--- src/hdl/ifce_pkg.sv ---
// constants for the interrupt flag and channel enable block
// assumes an upstream serial port decoder that hands over byte-wide register accesses
// Notes on behaviour
// - enabled parity error sets status 7, irq low
// - enabled self-test done sets status 6, irq low
// - enabled update-set event sets status 5, irq low
// - enabled update-clear event sets status 4, irq low
// - enabled lock gained sets status 3, irq low
// - enabled lock dropped sets status 2, irq low
// - enabled saturation overflow sets status 1, irq low
// - status 7 sticky on parity error, write-one clears
// - status 6 sticky on self-test done, write-one clears
// - status 5 sticky on update set, write-one clears
// - status 4 sticky on update clear, write-one clears
// - status 3 shows lock held, writes ignored
// - status 2 sticky on lock drop, write-one clears
// - status 1 sticky on saturation, write-one clears
// - channel field bits enable matching channels
// - clearing status 1 zeroes saturation counter
// - clearing status 7 zeroes parity counter

package ifce_pkg;

	localparam int unsigned DATA_W = 8;
	localparam int unsigned ADDR_W = 8;
	localparam int unsigned CNT_W  = 8;

	// register offsets
	localparam logic [7:0] SAT_COUNT_ADDR  = 8'h01;
	localparam logic [7:0] PAR_COUNT_ADDR  = 8'h02;
	localparam logic [7:0] IRQ_ENABLE_ADDR = 8'h03;
	localparam logic [7:0] IRQ_STATUS_ADDR = 8'h04;
	localparam logic [7:0] CHAN_EN_ADDR    = 8'h05;

	// bit positions shared by the enable and status registers
	localparam int unsigned PARITY_BIT   = 7;
	localparam int unsigned SELFTEST_BIT = 6;
	localparam int unsigned PSET_BIT     = 5;
	localparam int unsigned PCLR_BIT     = 4;
	localparam int unsigned LOCK_ACQ_BIT = 3;
	localparam int unsigned LOCK_DRP_BIT = 2;
	localparam int unsigned SAT_BIT      = 1;

	// implemented bits, bit 0 reserved
	localparam logic [7:0] IRQ_BITS_MASK = 8'hfe;
	// bits that clear on a written one; the lock bit does not
	localparam logic [7:0] W1C_MASK      = 8'hf6;
	localparam logic [7:0] CHAN_EN_MASK  = 8'h0f;

	// reset values
	localparam logic [7:0] IRQ_ENABLE_RST = 8'h00;
	localparam logic [7:0] IRQ_STATUS_RST = 8'h00;
	localparam logic [7:0] CHAN_EN_RST    = 8'h00;
	localparam logic [7:0] COUNT_RST      = 8'h00;
	localparam logic [7:0] RDATA_RST      = 8'h00;

endpackage

--- src/hdl/ifce_cnt_if.sv ---
// carrier between the flag logic and an event counter
// assumes one clock shared by both ends
`timescale 1ns/100ps
`default_nettype none

interface ifce_cnt_if #(
	parameter int unsigned WIDTH = 8
);
	logic             inc;
	logic             clr;
	logic [WIDTH-1:0] count;

	modport ctl (
		output inc,
		output clr,
		input  count
	);

	modport cnt (
		input  inc,
		input  clr,
		output count
	);
endinterface

`default_nettype wire

--- src/hdl/ifce_sat_counter.sv ---
// saturating event counter cleared by a write-one strobe
// assumes the increment and clear strobes are synchronous one-cycle pulses
`timescale 1ns/100ps
`default_nettype none

module ifce_sat_counter #(
	parameter int unsigned WIDTH = 8
) (
	input  wire logic ref_clk_i,
	input  wire logic rst_n_i,
	ifce_cnt_if.cnt   cnt_if
);

	// refused while the design is elaborated, not at run time
	if (WIDTH < 1 || WIDTH > 32) begin
		$error("counter width out of range");
	end

	logic [WIDTH-1:0] count_r;
	logic [WIDTH-1:0] count_nxt;

	// an event in the clear cycle counts as the first after the clear
	always_comb begin
		count_nxt = cnt_if.clr ? '0 : count_r;
		if (cnt_if.inc && count_nxt != {WIDTH{1'b1}}) begin
			count_nxt = count_nxt + 1'b1;
		end
	end

	always_ff @(posedge ref_clk_i or negedge rst_n_i) begin
		if (!rst_n_i) begin
			count_r <= '0;
		end else begin
			count_r <= count_nxt;
		end
	end

	assign cnt_if.count = count_r;

endmodule

`default_nettype wire

--- src/hdl/ifce_top.sv ---
// interrupt enable, interrupt status and channel enable registers
// assumes the serial port decoder presents one-cycle write and read strobes
// and that all event inputs are synchronous one-cycle pulses
`timescale 1ns/100ps
`default_nettype none

module ifce_top #(
	parameter int unsigned CHAN_NUM = 4
) (
	input  wire logic                             ref_clk_i,
	input  wire logic                             rst_n_i,
	// register access from the serial port
	input  wire logic [ifce_pkg::ADDR_W-1:0]      reg_addr_i,
	input  wire logic                             reg_wr_i,
	input  wire logic [ifce_pkg::DATA_W-1:0]      reg_wdata_i,
	input  wire logic                             reg_rd_i,
	output logic      [ifce_pkg::DATA_W-1:0]      reg_rdata_o,
	output logic                                  reg_rvalid_o,
	// event sources
	input  wire logic                             parity_error_flag_i,
	input  wire logic                             selftest_done_flag_i,
	input  wire logic                             param_update_set_event_i,
	input  wire logic                             param_update_clear_event_i,
	input  wire logic                             handoff_lock_gained_i,
	input  wire logic                             handoff_lock_dropped_i,
	input  wire logic                             saturation_error_flag_i,
	// outputs
	output logic                                  irq_n_o,
	output logic      [CHAN_NUM-1:0]              channel_enable_field_o,
	output logic      [ifce_pkg::CNT_W-1:0]       saturation_counter_o,
	output logic      [ifce_pkg::CNT_W-1:0]       parity_error_counter_o
);

	// the register field is four bits wide, so no other count can be served
	if (CHAN_NUM != 4) begin
		$error("channel enable field holds exactly four channels");
	end

	////////////////////////////////////////////////////////////////////////////////
	// decode

	function automatic logic hit(input logic [ifce_pkg::ADDR_W-1:0] a,
		input logic [ifce_pkg::ADDR_W-1:0] target);
		hit = (a == target);
	endfunction

	logic wr_enable;
	logic wr_status;
	logic wr_chan;

	assign wr_enable = reg_wr_i && hit(reg_addr_i, ifce_pkg::IRQ_ENABLE_ADDR);
	assign wr_status = reg_wr_i && hit(reg_addr_i, ifce_pkg::IRQ_STATUS_ADDR);
	assign wr_chan   = reg_wr_i && hit(reg_addr_i, ifce_pkg::CHAN_EN_ADDR);

	////////////////////////////////////////////////////////////////////////////////
	// interrupt enable register

	logic [7:0] irq_enable_r;
	logic [7:0] irq_enable_nxt;

	assign irq_enable_nxt = wr_enable ? (reg_wdata_i & ifce_pkg::IRQ_BITS_MASK) : irq_enable_r;

	always_ff @(posedge ref_clk_i or negedge rst_n_i) begin
		if (!rst_n_i) begin
			irq_enable_r <= ifce_pkg::IRQ_ENABLE_RST;
		end else if (wr_enable) begin
			irq_enable_r <= reg_wdata_i & ifce_pkg::IRQ_BITS_MASK;
		end
	end

	////////////////////////////////////////////////////////////////////////////////
	// interrupt status register

	logic [7:0] event_vec;
	logic [7:0] set_vec;
	logic [7:0] clr_vec;
	logic [7:0] irq_status_r;
	logic [7:0] irq_status_nxt;

	always_comb begin
		event_vec = 8'h00;
		event_vec[ifce_pkg::PARITY_BIT]   = parity_error_flag_i;
		event_vec[ifce_pkg::SELFTEST_BIT] = selftest_done_flag_i;
		event_vec[ifce_pkg::PSET_BIT]     = param_update_set_event_i;
		event_vec[ifce_pkg::PCLR_BIT]     = param_update_clear_event_i;
		event_vec[ifce_pkg::LOCK_ACQ_BIT] = handoff_lock_gained_i;
		event_vec[ifce_pkg::LOCK_DRP_BIT] = handoff_lock_dropped_i;
		event_vec[ifce_pkg::SAT_BIT]      = saturation_error_flag_i;
	end

	// an event only latches while its enable bit is set
	assign set_vec = event_vec & irq_enable_r & ifce_pkg::IRQ_BITS_MASK;

	always_comb begin
		clr_vec = 8'h00;
		if (wr_status) begin
			clr_vec = reg_wdata_i & ifce_pkg::W1C_MASK;
		end
		// the lock bit falls when the handoff is lost
		clr_vec[ifce_pkg::LOCK_ACQ_BIT] = handoff_lock_dropped_i;
	end

	// a set in the clearing cycle wins
	always_comb begin
		irq_status_nxt = ((irq_status_r & ~clr_vec) | set_vec) & ifce_pkg::IRQ_BITS_MASK;
		irq_status_nxt[ifce_pkg::LOCK_DRP_BIT] = irq_status_r[ifce_pkg::LOCK_DRP_BIT] && !clr_vec[ifce_pkg::LOCK_DRP_BIT]
			|| set_vec[ifce_pkg::LOCK_DRP_BIT];
		irq_status_nxt[ifce_pkg::SAT_BIT] = irq_status_r[ifce_pkg::SAT_BIT] && !clr_vec[ifce_pkg::SAT_BIT]
			|| set_vec[ifce_pkg::SAT_BIT];
	end

	always_ff @(posedge ref_clk_i or negedge rst_n_i) begin
		if (!rst_n_i) begin
			irq_status_r <= ifce_pkg::IRQ_STATUS_RST;
		end else begin
			irq_status_r <= irq_status_nxt;
		end
	end

	////////////////////////////////////////////////////////////////////////////////
	// interrupt pin

	logic irq_n_r;

	always_ff @(posedge ref_clk_i or negedge rst_n_i) begin
		if (!rst_n_i) begin
			irq_n_r <= 1'b1;
		end else begin
			// next enable value too, so a disabling write releases the pin in one cycle
			irq_n_r <= ~|(irq_status_nxt & irq_enable_nxt);
		end
	end

	assign irq_n_o = irq_n_r;

	////////////////////////////////////////////////////////////////////////////////
	// channel enable register

	logic [7:0] chan_en_r;

	always_ff @(posedge ref_clk_i or negedge rst_n_i) begin
		if (!rst_n_i) begin
			chan_en_r <= ifce_pkg::CHAN_EN_RST;
		end else if (wr_chan) begin
			chan_en_r <= reg_wdata_i & ifce_pkg::CHAN_EN_MASK;
		end
	end

	assign channel_enable_field_o = chan_en_r[CHAN_NUM-1:0];

	////////////////////////////////////////////////////////////////////////////////
	// error counters

	ifce_cnt_if #(.WIDTH(ifce_pkg::CNT_W)) sat_cnt_if ();
	ifce_cnt_if #(.WIDTH(ifce_pkg::CNT_W)) par_cnt_if ();

	assign sat_cnt_if.inc = saturation_error_flag_i;
	assign sat_cnt_if.clr = wr_status && reg_wdata_i[ifce_pkg::SAT_BIT];
	assign par_cnt_if.inc = parity_error_flag_i;
	assign par_cnt_if.clr = wr_status && reg_wdata_i[ifce_pkg::PARITY_BIT];

	ifce_sat_counter #(
		.WIDTH (ifce_pkg::CNT_W)
	) u_sat_counter (
		.ref_clk_i (ref_clk_i),
		.rst_n_i   (rst_n_i),
		.cnt_if    (sat_cnt_if.cnt)
	);

	ifce_sat_counter #(
		.WIDTH (ifce_pkg::CNT_W)
	) u_par_counter (
		.ref_clk_i (ref_clk_i),
		.rst_n_i   (rst_n_i),
		.cnt_if    (par_cnt_if.cnt)
	);

	assign saturation_counter_o   = sat_cnt_if.count;
	assign parity_error_counter_o = par_cnt_if.count;

	////////////////////////////////////////////////////////////////////////////////
	// read back

	logic [7:0] rdata_r;
	logic [7:0] rdata_nxt;
	logic       rvalid_r;

	always_comb begin
		case (reg_addr_i)
			ifce_pkg::SAT_COUNT_ADDR: begin
				rdata_nxt = sat_cnt_if.count;
			end
			ifce_pkg::PAR_COUNT_ADDR: begin
				rdata_nxt = par_cnt_if.count;
			end
			ifce_pkg::IRQ_ENABLE_ADDR: begin
				rdata_nxt = irq_enable_r;
			end
			ifce_pkg::IRQ_STATUS_ADDR: begin
				rdata_nxt = irq_status_r;
			end
			ifce_pkg::CHAN_EN_ADDR: begin
				rdata_nxt = chan_en_r;
			end
			default: begin
				rdata_nxt = 8'h00;
			end
		endcase
	end

	always_ff @(posedge ref_clk_i or negedge rst_n_i) begin
		if (!rst_n_i) begin
			rdata_r <= ifce_pkg::RDATA_RST;
		end else if (reg_rd_i) begin
			rdata_r <= rdata_nxt;
		end
	end

	always_ff @(posedge ref_clk_i or negedge rst_n_i) begin
		if (!rst_n_i) begin
			rvalid_r <= 1'b0;
		end else begin
			rvalid_r <= reg_rd_i;
		end
	end

	assign reg_rdata_o  = rdata_r;
	assign reg_rvalid_o = rvalid_r;

endmodule

`default_nettype wire

--- config.mk ---
export PLATFORM = sky130hd
export DESIGN_NAME = ifce_top
export DESIGN_NICKNAME = d
export VERILOG_FILES = /design/src/hdl/ifce_pkg.sv /design/src/hdl/ifce_cnt_if.sv /design/src/hdl/ifce_sat_counter.sv /design/src/hdl/ifce_top.sv
export SDC_FILE = /design/constraint.sdc
export NUM_CORES = 1
export LEC_CHECK = 0
export BUFFER_PORTS_ARGS = -buffer_cell sky130_fd_sc_hd__buf_4
export CAP_MARGIN = 20
export CELL_PAD_IN_SITES_DETAIL_PLACEMENT = 0
export CELL_PAD_IN_SITES_GLOBAL_PLACEMENT = 1
export CORE_MARGIN = 2
export CORE_UTILIZATION = 25
export CTS_CLUSTER_SIZE = 28
export DETAILED_ROUTE_END_ITERATION = 16
export PLACE_DENSITY = 0.65
export SETUP_SLACK_MARGIN = 0.3
export SYNTH_ARGS = -nofsm -noshare
export SYNTH_HDL_FRONTEND = slang
export SYNTH_SLANG_ARGS = --single-unit
--- constraint.sdc ---
create_clock -name ref_clk_i -period 3.25 [get_ports ref_clk_i]
set_clock_uncertainty 0.15 [all_clocks]
set_input_delay 0.1625 -clock ref_clk_i [delete_from_list [all_inputs] [get_ports ref_clk_i]]
set_output_delay 0.1625 -clock ref_clk_i [all_outputs]
set_load 0.03 [all_outputs]
==> After elaboration in Yosys (flattened, before gate mapping) <==
Cells that the tools add are included.
{ "totals": {"regBits": 45} }
{ "classes": {"muxes": 7, "addsub": 2, "bitwise": 5, "n_eq_ne": 7, "reduce_logical": 15} }
{ "ops": {"columns": ["operator", "n"], "rows": [
  ["$mux 8", 6],
  ["$pmux 8 s5", 1],
  ["$and 8x8->8", 3],
  ["$add 8x1->8 const B", 2],
  ["$eq 8x2->1 const B", 2],
  ["$eq 8x3->1 const B", 2],
  ["$ne 8x8->1 const B", 2],
  ["$logic_and 1x1->1", 9],
  ["$eq 8x1->1 const B", 1],
  ["$not 8->8", 1],
  ["$or 8x8->8", 1],
  ["$reduce_or 8->1", 1],
  ["$logic_not 1->1", 3],
  ["$logic_or 1x1->1", 2]
]} }

==> Longest topological paths before layout <==
Gate-level depths: netlist of run 1.
{ "logic_depth": {"word_depth": 9, "mapped_depth": 7, "depth_no_buf": 5} }

==> Modules after synthesis <==
A second synthesis of run 1 with hierarchy kept.
{ "unflattened": {"hier_cells": 237, "area_unflattened_um2": 2411.1} }
{ "modules_own_cells": {"columns": ["mod", "instances", "seq_area_each_um2", "area_each_um2", "cells_each"], "rows": [
  ["ifce_top", 1, 701.9, 1592.8, 155],
  ["ifce_sat_counter", 2, 200.2, 409.1, 41]
]} }

==> Worst setup path before layout of run 1 <==
No wires, ideal clock.
{ "synth_path": {"path_kind": "input to register", "from": "input reg_addr_i[4] (netlist bit)", "to": "register irq_n_r (netlist: irq_n_o)", "arrival_ns": 2.066, "required_time_ns": 3.037, "setup_time_ns": 0.063, "slack_ns": 0.971, "stages": 6, "path_buffers": 1, "path_cell_list": "or4_1 -> or4_1 -> buf_2 -> mux2_4 -> a22o_1 -> and4bb_1"} }
{ "synth_via": {"word_cells_on_any_way": 18} }
{ "synth_lines": {"columns": ["element", "line_no", "source"], "rows": [
  ["start: declaration", "ifce_top.sv:13", "input wire logic [ifce_pkg::ADDR_W-1:0] reg_addr_i,"],
  ["$eq 8x2->1", "ifce_top.sv:44", "hit = (a == target);"],
  ["$logic_and 1x1->1", "ifce_top.sv:51", "assign wr_enable = reg_wr_i && hit(reg_addr_i, ifce_pkg::IRQ_ENABLE_ADDR);"],
  ["$mux 8", null, null],
  ["named net irq_enable_nxt[6]", "ifce_top.sv:59", "logic [7:0] irq_enable_nxt;"],
  ["$and 8x8->8", "ifce_top.sv:130", "irq_n_r <= ~|(irq_status_nxt & irq_enable_nxt);"],
  ["$reduce_or 8->1", "ifce_top.sv:130", null],
  ["$logic_not 1->1", "ifce_top.sv:130", null],
  ["end signal: assignment", "ifce_top.sv:130", null],
  ["end: declaration", "ifce_top.sv:123", "logic irq_n_r;"]
]} }
The timed path passes the listed nets, and every way through them passes these cells.
A chain may end at the register's enable or synchronous reset.

==> Worst setup path in the final report of run 1 <==
Ends and elaborated chain as after synthesis.

==> flow_summary_export.csv, run 1 <==
group,metric,value,unit
status,status,"completed",
setup_path,crit_type,"in -> reg",
yosys,ys_seq_area_frac,0.499,
setup_path,cp.arrival,2.34,ns
setup_path,start_kind,"input port",
sta,rsz0062_at_grt,"false",
sta,relSlewSlack,0.525,
clocking,worstSkewPairLatency,0.29,ns
clocking,cts_resized,0,
routing,via_per_inst,4.99,
clocking,htreeDepth,2,
min_path,min_path_type,"in -> reg",
clocking,cts_tree,"done",
clocking,clockBufferDepth,2,
clocking,clockRootBuffer,"clkbuf_8",
floorplanning,start_util,0.256,
grt,antenna_found_initial,0,
place,post-dp-hpwl,5040,um
routing,num_vias,2000,
place,io_buffers,56,
yosys,synth_edf_count,0,
sta,max_freq,0.443,GHz
sta,period_needed,2.26,ns
floorplanning,coreArea,8640,um^2
grt,gr-usage-met1,0.199,
grt,grt_pass1_wl,10700,um
yosys,postSynthCellCount,218,
yosys,avgSynthCellArea,10.1,um^2
setup_path,critPathRequiredTime,3.34,ns
sta,setup-tns-final,0,ns
clocking,cts_buffers,5,
flow_run,cap_violations,0,
floorplanning,io_pins,57,
place,place_inst,378,
routing,drc,0,
grt,use_met2,0.227,
clocking,cts_setup_buffers,0,
floorplanning,die_w,98.0,um
grt,grt_pass1_vias,1908,
grt,use_met3,0.0279,
routing,drtAntennaViolNets,0,
cells_and_area,stdcell_count,401,
cells_and_area,final_nets,319,
power,p_per_area,629,nW/um^2
clocking,clock-sinks,44,
cells_and_area,final_cell_mix,"60 x buf_4, 43 x dfrtp_1, 19 x nor2_1",
cells_and_area,final_common_cell,"buf_4",
floorplanning,die_area,9610,um^2
clocking,path_clk_slew,0.08,ns
grt,grt_max_degree,45,
routing,dr.pass1.iters,4,
cells_and_area,fin_util,0.348,
power,finalPower,1.89,mW
power,leakagePower,1.38,nW
routing,wirelength,6630,um
sta,setup_violations,0,
sta,worst_slew_pin_slew,0.706,ns
yosys,yosysUniqueCellTypes,46,
grt,grt.overflow.total,0,
floorplanning,rows,34,
yosys,ys_seq_elements,44,
setup_path,cp_max_fo,6,
routing,first_iter_violations,93,
grt,grt_usage,0.141,
grt,busiest_layer,"met2",
power,peakVddDrop,0.000350,V
setup_path,endpoint_kind,"register",
yosys,syn_area,2210,um^2
floorplanning,die_h,98.0,um
yosys,ys_warn_count,0,
cells_and_area,syn2layout_area_growth,35.8,%
sta,drv_slew,0,
yosys,synth_ff_type,"dfrtp_1",
cells_and_area,drive_above_1_share,0.276,
sta,hold_viol_final,0,
routing,wl_per_cell,16.5,um
place,gp_congestion,0.802,
sta,period_share,0.694,
yosys,synthArstFlopShare,1.00,
yosys,synth_fp_nets,245,
cells_and_area,diodes,0,
clocking,cts_hold_buffers,15,
[power by group]
part | internal, mW | switching [mW] | leakage (nW) | total, mW
combinational | 0.275 | 0.374 | 0.780 | 0.649
sequential | 0.673 | 0.215 | 0.556 | 0.889
clock | 0.174 | 0.178 | 0.0455 | 0.351
[flip-flops by register name, indices dropped and copies added (netlist names)]
register and flops:
irq_enable_r 7, chan_en_r 4, reg_rdata_o 8, u_sat_counter.cnt_if.count 8
irq_n_o 1, u_par_counter.cnt_if.count 8, irq_status_r 7, reg_rvalid_o 1
[kinds of logic (layout without fill, tap and decap cells)]
| kind of cell | Yosys count | in the layout | synth area share |
|---|---|---|---|
| xor gates and xnor gates | 3 | 3 | 0.0119 |
| and+or+nand+nor | 71 | 71 | 0.170 |
| muxes | 16 | 16 | 0.0821 |
| AOI/OAI and AO/OA | 63 | 63 | 0.200 |
| DFF | 44 | 44 | 0.499 |
| buffers and inverters | 21 | 96 | 0.0374 |
[stage by stage]
| stage | hold slack (ns) | setup slack [ns] | area [um^2] |
|---|---|---|---|
| after CTS | 0.0230 | 0.999 | 3000 |
| after global placement | 0.0515 | 0.730 | 2760 |
| final | 0.0405 | 0.994 | 3000 |
| after detailed placement | 0.0514 | 0.692 | 2760 |
| after global routing | 0.0482 | 0.928 | 3000 |
| after floorplan | -0.283 | 0.971 | 2210 |
[path summary, 6_finish.rpt]
kind | to | from | cells after the start | slack (ns)
setup / recovery | irq_n_o$_DFF_PN1_ | reg_addr_i[4] | 6 | 0.99
hold / removal | irq_status_r[7]$_DFF_PN0_ | parity_error_flag_i | 2 | 0.04
setup reg to reg | u_sat_counter.cnt_if.count[2]$_DFF_PN0_ | u_sat_counter.cnt_if.count[4]$_DFF_PN0_ | 5 | 1.52
hold reg to reg | reg_rdata_o[3]$_DFFE_PN0P_ | reg_rdata_o[3]$_DFFE_PN0P_ | 2 | 0.38
max in group asynchronous | u_sat_counter.cnt_if.count[1]$_DFF_PN0_ | rst_n_i | 2 | 2.31
min in group asynchronous | chan_en_r[2]$_DFFE_PN0P_ | rst_n_i | 2 | 0.26
[worst max-delay path: stages]
cell      delay (ns)
buf_4           0.11
or4_1           0.57
or4_1           0.67
mux2_4          0.37
a22o_1          0.20
and4bb_1        0.26
[synth_stat cells, types with 3 or more instances]
cell type | instances | area share
dfrtp_1 | 43 | 0.49
nor2_1 | 19 | 0.032
a21oi_1 | 15 | 0.034
nand2_1 | 15 | 0.025
inv_1 | 13 | 0.022
mux2_2 | 9 | 0.046
a221oi_1 | 6 | 0.024
a22o_1 | 6 | 0.024
o21ai_0 | 6 | 0.014
a21o_1 | 5 | 0.017
and3_1 | 5 | 0.014
clkbuf_1 | 5 | 0.0085
mux2i_1 | 5 | 0.023
nand4_1 | 5 | 0.014
o22ai_1 | 5 | 0.014
nand3_1 | 4 | 0.0091
nor3_1 | 4 | 0.0091
nor4_1 | 4 | 0.011
buf_2 | 3 | 0.0068
o2bb2ai_1 | 3 | 0.012
or4_1 | 3 | 0.010
xor2_1 | 3 | 0.012
[cell type report]
class / count / area (um^2)
Tap cell: 108 / 135
Timing Repair Buffer: 75 / 601
Clock buffer: 8 / 90.1
Inverter: 13 / 48.8
Fill cell: 878 / 5630
Sequential cell: 44 / 1100
Multi-Input combinational cell: 153 / 1030
[per-layer routing]
metal / wire length [um] / up-vias
met5: 0 / -
li1: - / 972
met4: 42 / 0
met1: 3150 / 953
met3: 323 / 5
met2: 3120 / 70
No activity file was read; power rests on OpenSTA's default activity.
==> run 2: changes to the inputs <==
==> constraint.sdc (replaced) <==
create_clock -name ref_clk_i -period 2.3 [get_ports ref_clk_i]
set_clock_uncertainty 0.15 [all_clocks]
set_input_delay 0.115 -clock ref_clk_i [delete_from_list [all_inputs] [get_ports ref_clk_i]]
set_output_delay 0.115 -clock ref_clk_i [all_outputs]
set_load 0.03 [all_outputs]
==> flow_summary_export.csv, run 2 (same netlist as run 1, synthesis figures left out) <==
group,metric,value,unit
place,post-dp-hpwl,5040,um
cells_and_area,stdcell_count,408,
cells_and_area,fillers,878,
setup_path,cp.depth,6,
setup_path,cpPeakStageDelay,0.59,ns
setup_path,r2r-end,"u_sat_counter.cnt_if.count[6]$_DFF_PN0_",
grt,grt_max_degree,45,
setup_path,crit_path_end,"irq_n_o$_DFF_PN1_",
setup_path,cp_max_fo,4,
sta,relSlewSlack,0.623,
floorplanning,die_h,98.0,um
floorplanning,die_w,98.0,um
power,finalPower,2.77,mW
cells_and_area,final_cell_mix,"61 x buf_4, 43 x dfrtp_1, 19 x nor2_1",
power,peakVddDrop,0.000590,V
grt,grt_pass1_vias,1946,
routing,wl_per_cell,16.5,um
setup_path,crit_type,"in -> reg",
setup_path,r2r-start,"u_sat_counter.cnt_if.count[0]$_DFF_PN0_",
clocking,clock-sinks,44,
power,leakagePower,1.43,nW
grt,grt.overflow.total,0,
setup_path,critPathBufInv,1,
setup_path,crit_family,"simple AND/OR/NAND/NOR gates",
routing,via_per_inst,5.13,
sta,rsz0062_at_grt,"true",
sta,period_needed,2.04,ns
setup_path,startpoint,"reg_addr_i[3]",
floorplanning,die_area,9610,um^2
clocking,htreeDepth,2,
flow_run,cap_violations,0,
power,p_sw,1.10,mW
power,p_comb_frac,0.334,
setup_path,endpoint_kind,"register",
grt,grt_usage,0.139,
routing,wirelength,6750,um
sta,period_share,0.889,
clocking,worstSkewPairLatency,0.30,ns
min_path,min_path_type,"in -> reg",
floorplanning,start_util,0.256,
routing,drtAntennaViolNets,0,
routing,num_vias,2095,
power,p_clk_frac,0.215,
cells_and_area,drive_above_1_share,0.303,
clocking,path_clk_slew,0.08,ns
sta,hold_viol_final,0,
setup_path,critPathRequiredTime,2.39,ns
cells_and_area,syn2layout_area_growth,40.6,%
power,p_int,1.67,mW
setup_path,start_kind,"input port",
clocking,cts_tree,"done",
clocking,clockRootBuffer,"clkbuf_8",
cells_and_area,fin_util,0.360,
setup_path,critPathSlowestCell,"or4_4",
floorplanning,coreArea,8640,um^2
place,gp_congestion,0.793,
setup_path,rr_worst_depth,5,
grt,antenna_found_initial,0,
routing,drc,0,
floorplanning,rows,34,
setup_path,path_cells,"buf_6, or4_4, or4_4, mux2_4, a22o_1, and4bb_1",
cells_and_area,final_common_cell,"buf_4",
clocking,cts_buffers,5,
clocking,clockBufferDepth,2,
clocking,cts_setup_buffers,0,
routing,first_iter_violations,98,
sta,drv_slew,0,
power,swShare,0.398,
cells_and_area,diodes,0,
power,p_per_area,890,nW/um^2
power,seqPwrFrac,0.452,
setup_path,cp.arrival,2.13,ns
sta,max_freq,0.489,GHz
sta,worst_slew_pin_slew,0.565,ns
routing,dr.pass1.iters,4,
status,status,"completed",
cells_and_area,final_nets,326,
setup_path,crit_top_cell,"or4_4",
sta,setup_violations,0,
setup_path,reg2reg_slack,0.58,ns
place,io_buffers,56,
floorplanning,io_pins,57,
place,place_inst,383,
grt,grt_pass1_wl,10600,um
==> run 2: cell types whose count changed in the layout (fill, tap and decap cells not counted), sizes merged <==
cell	delta
buf	+5
clkbuf	-3
dlygate4sd3	+2
clkinv	+1
bufinv	+1
clkinvlp	+1
==> run 2: area by class of cell <==
| cell class | count | area [um^2] | area share |
|---|---|---|---|
| Multi-Input combinational cell | 153 | 1040 | 0.334 |
| Sequential cell | 44 | 1100 | 0.355 |
| Tap cell | 108 | 135 | 0.0435 |
| Inverter | 13 | 48.8 | 0.0157 |
| Clock inverter | 3 | 42.5 | 0.0137 |
| Clock buffer | 5 | 68.8 | 0.0221 |
| Timing Repair Buffer | 82 | 673 | 0.217 |
==> run 2: worst min-delay path by stage <==
stage             start                         end  slack, ns  depth (start not counted)
6_report       reg_wr_i   irq_status_r[6]$_DFF_PN0_        0.1                          4
5_1_grt        reg_wr_i   irq_status_r[6]$_DFF_PN0_       0.11                          4
4_1_cts        reg_wr_i   irq_status_r[6]$_DFF_PN0_       0.08                          4
3_5_place_dp    rst_n_i  reg_rdata_o[3]$_DFFE_PN0P_      0.004                          1
3_3_place_gp    rst_n_i  reg_rdata_o[3]$_DFFE_PN0P_      0.006                          1
2_1_floorplan   rst_n_i    chan_en_r[0]$_DFFE_PN0P_      -0.33                          0
==> run 2: worst reg2reg max path: stages (launching register included) <==
cell	delay (ns)
dfrtp_1	0.45
and3_1	0.22
and3_1	0.22
and3_1	0.23
and3b_1	0.17
nor3_1	0.20
==> run 2: repair_timing <==
item | CTS | global route
gates resized for setup | 3 | 4
pin swaps | 0 | 4
setup endpoints to repair | 1 | 1
hold buffers | 17 | 0
hold endpoints to repair | 71 | 0
==> run 2: stage by stage <==
step	setup TNS (ns)	area, um^2	setup WS [ns]	hold slack [ns]
global route	0	3110	0.253	0.115
detailed placement	-0.165	2800	-0.165	0.00445
global placement	-0.147	2800	-0.147	0.00560
CTS	0	3090	0.281	0.0815
floorplan	0	2220	0.0823	-0.331
finish	0	3110	0.256	0.0985
==> run 2: per-layer routing <==
layer / wire length, um / GRT usage
met1: 3140 / 0.193
met2: 3160 / 0.221
met3: 396 / 0.0365
met4: 49 / 0.0288
met5: 0 / 0
==> run 2: power groups by stage <==
stage | clock, mW | sequential, mW | combinational, mW
2_1_floorplan | 0 | 1.42 | 0.299
3_3_place_gp | 0 | 1.27 | 0.894
3_5_place_dp | 0 | 1.27 | 0.903
4_1_cts | 0.613 | 1.25 | 0.929
5_1_grt | 0.644 | 1.29 | 0.994
6_report | 0.594 | 1.25 | 0.923
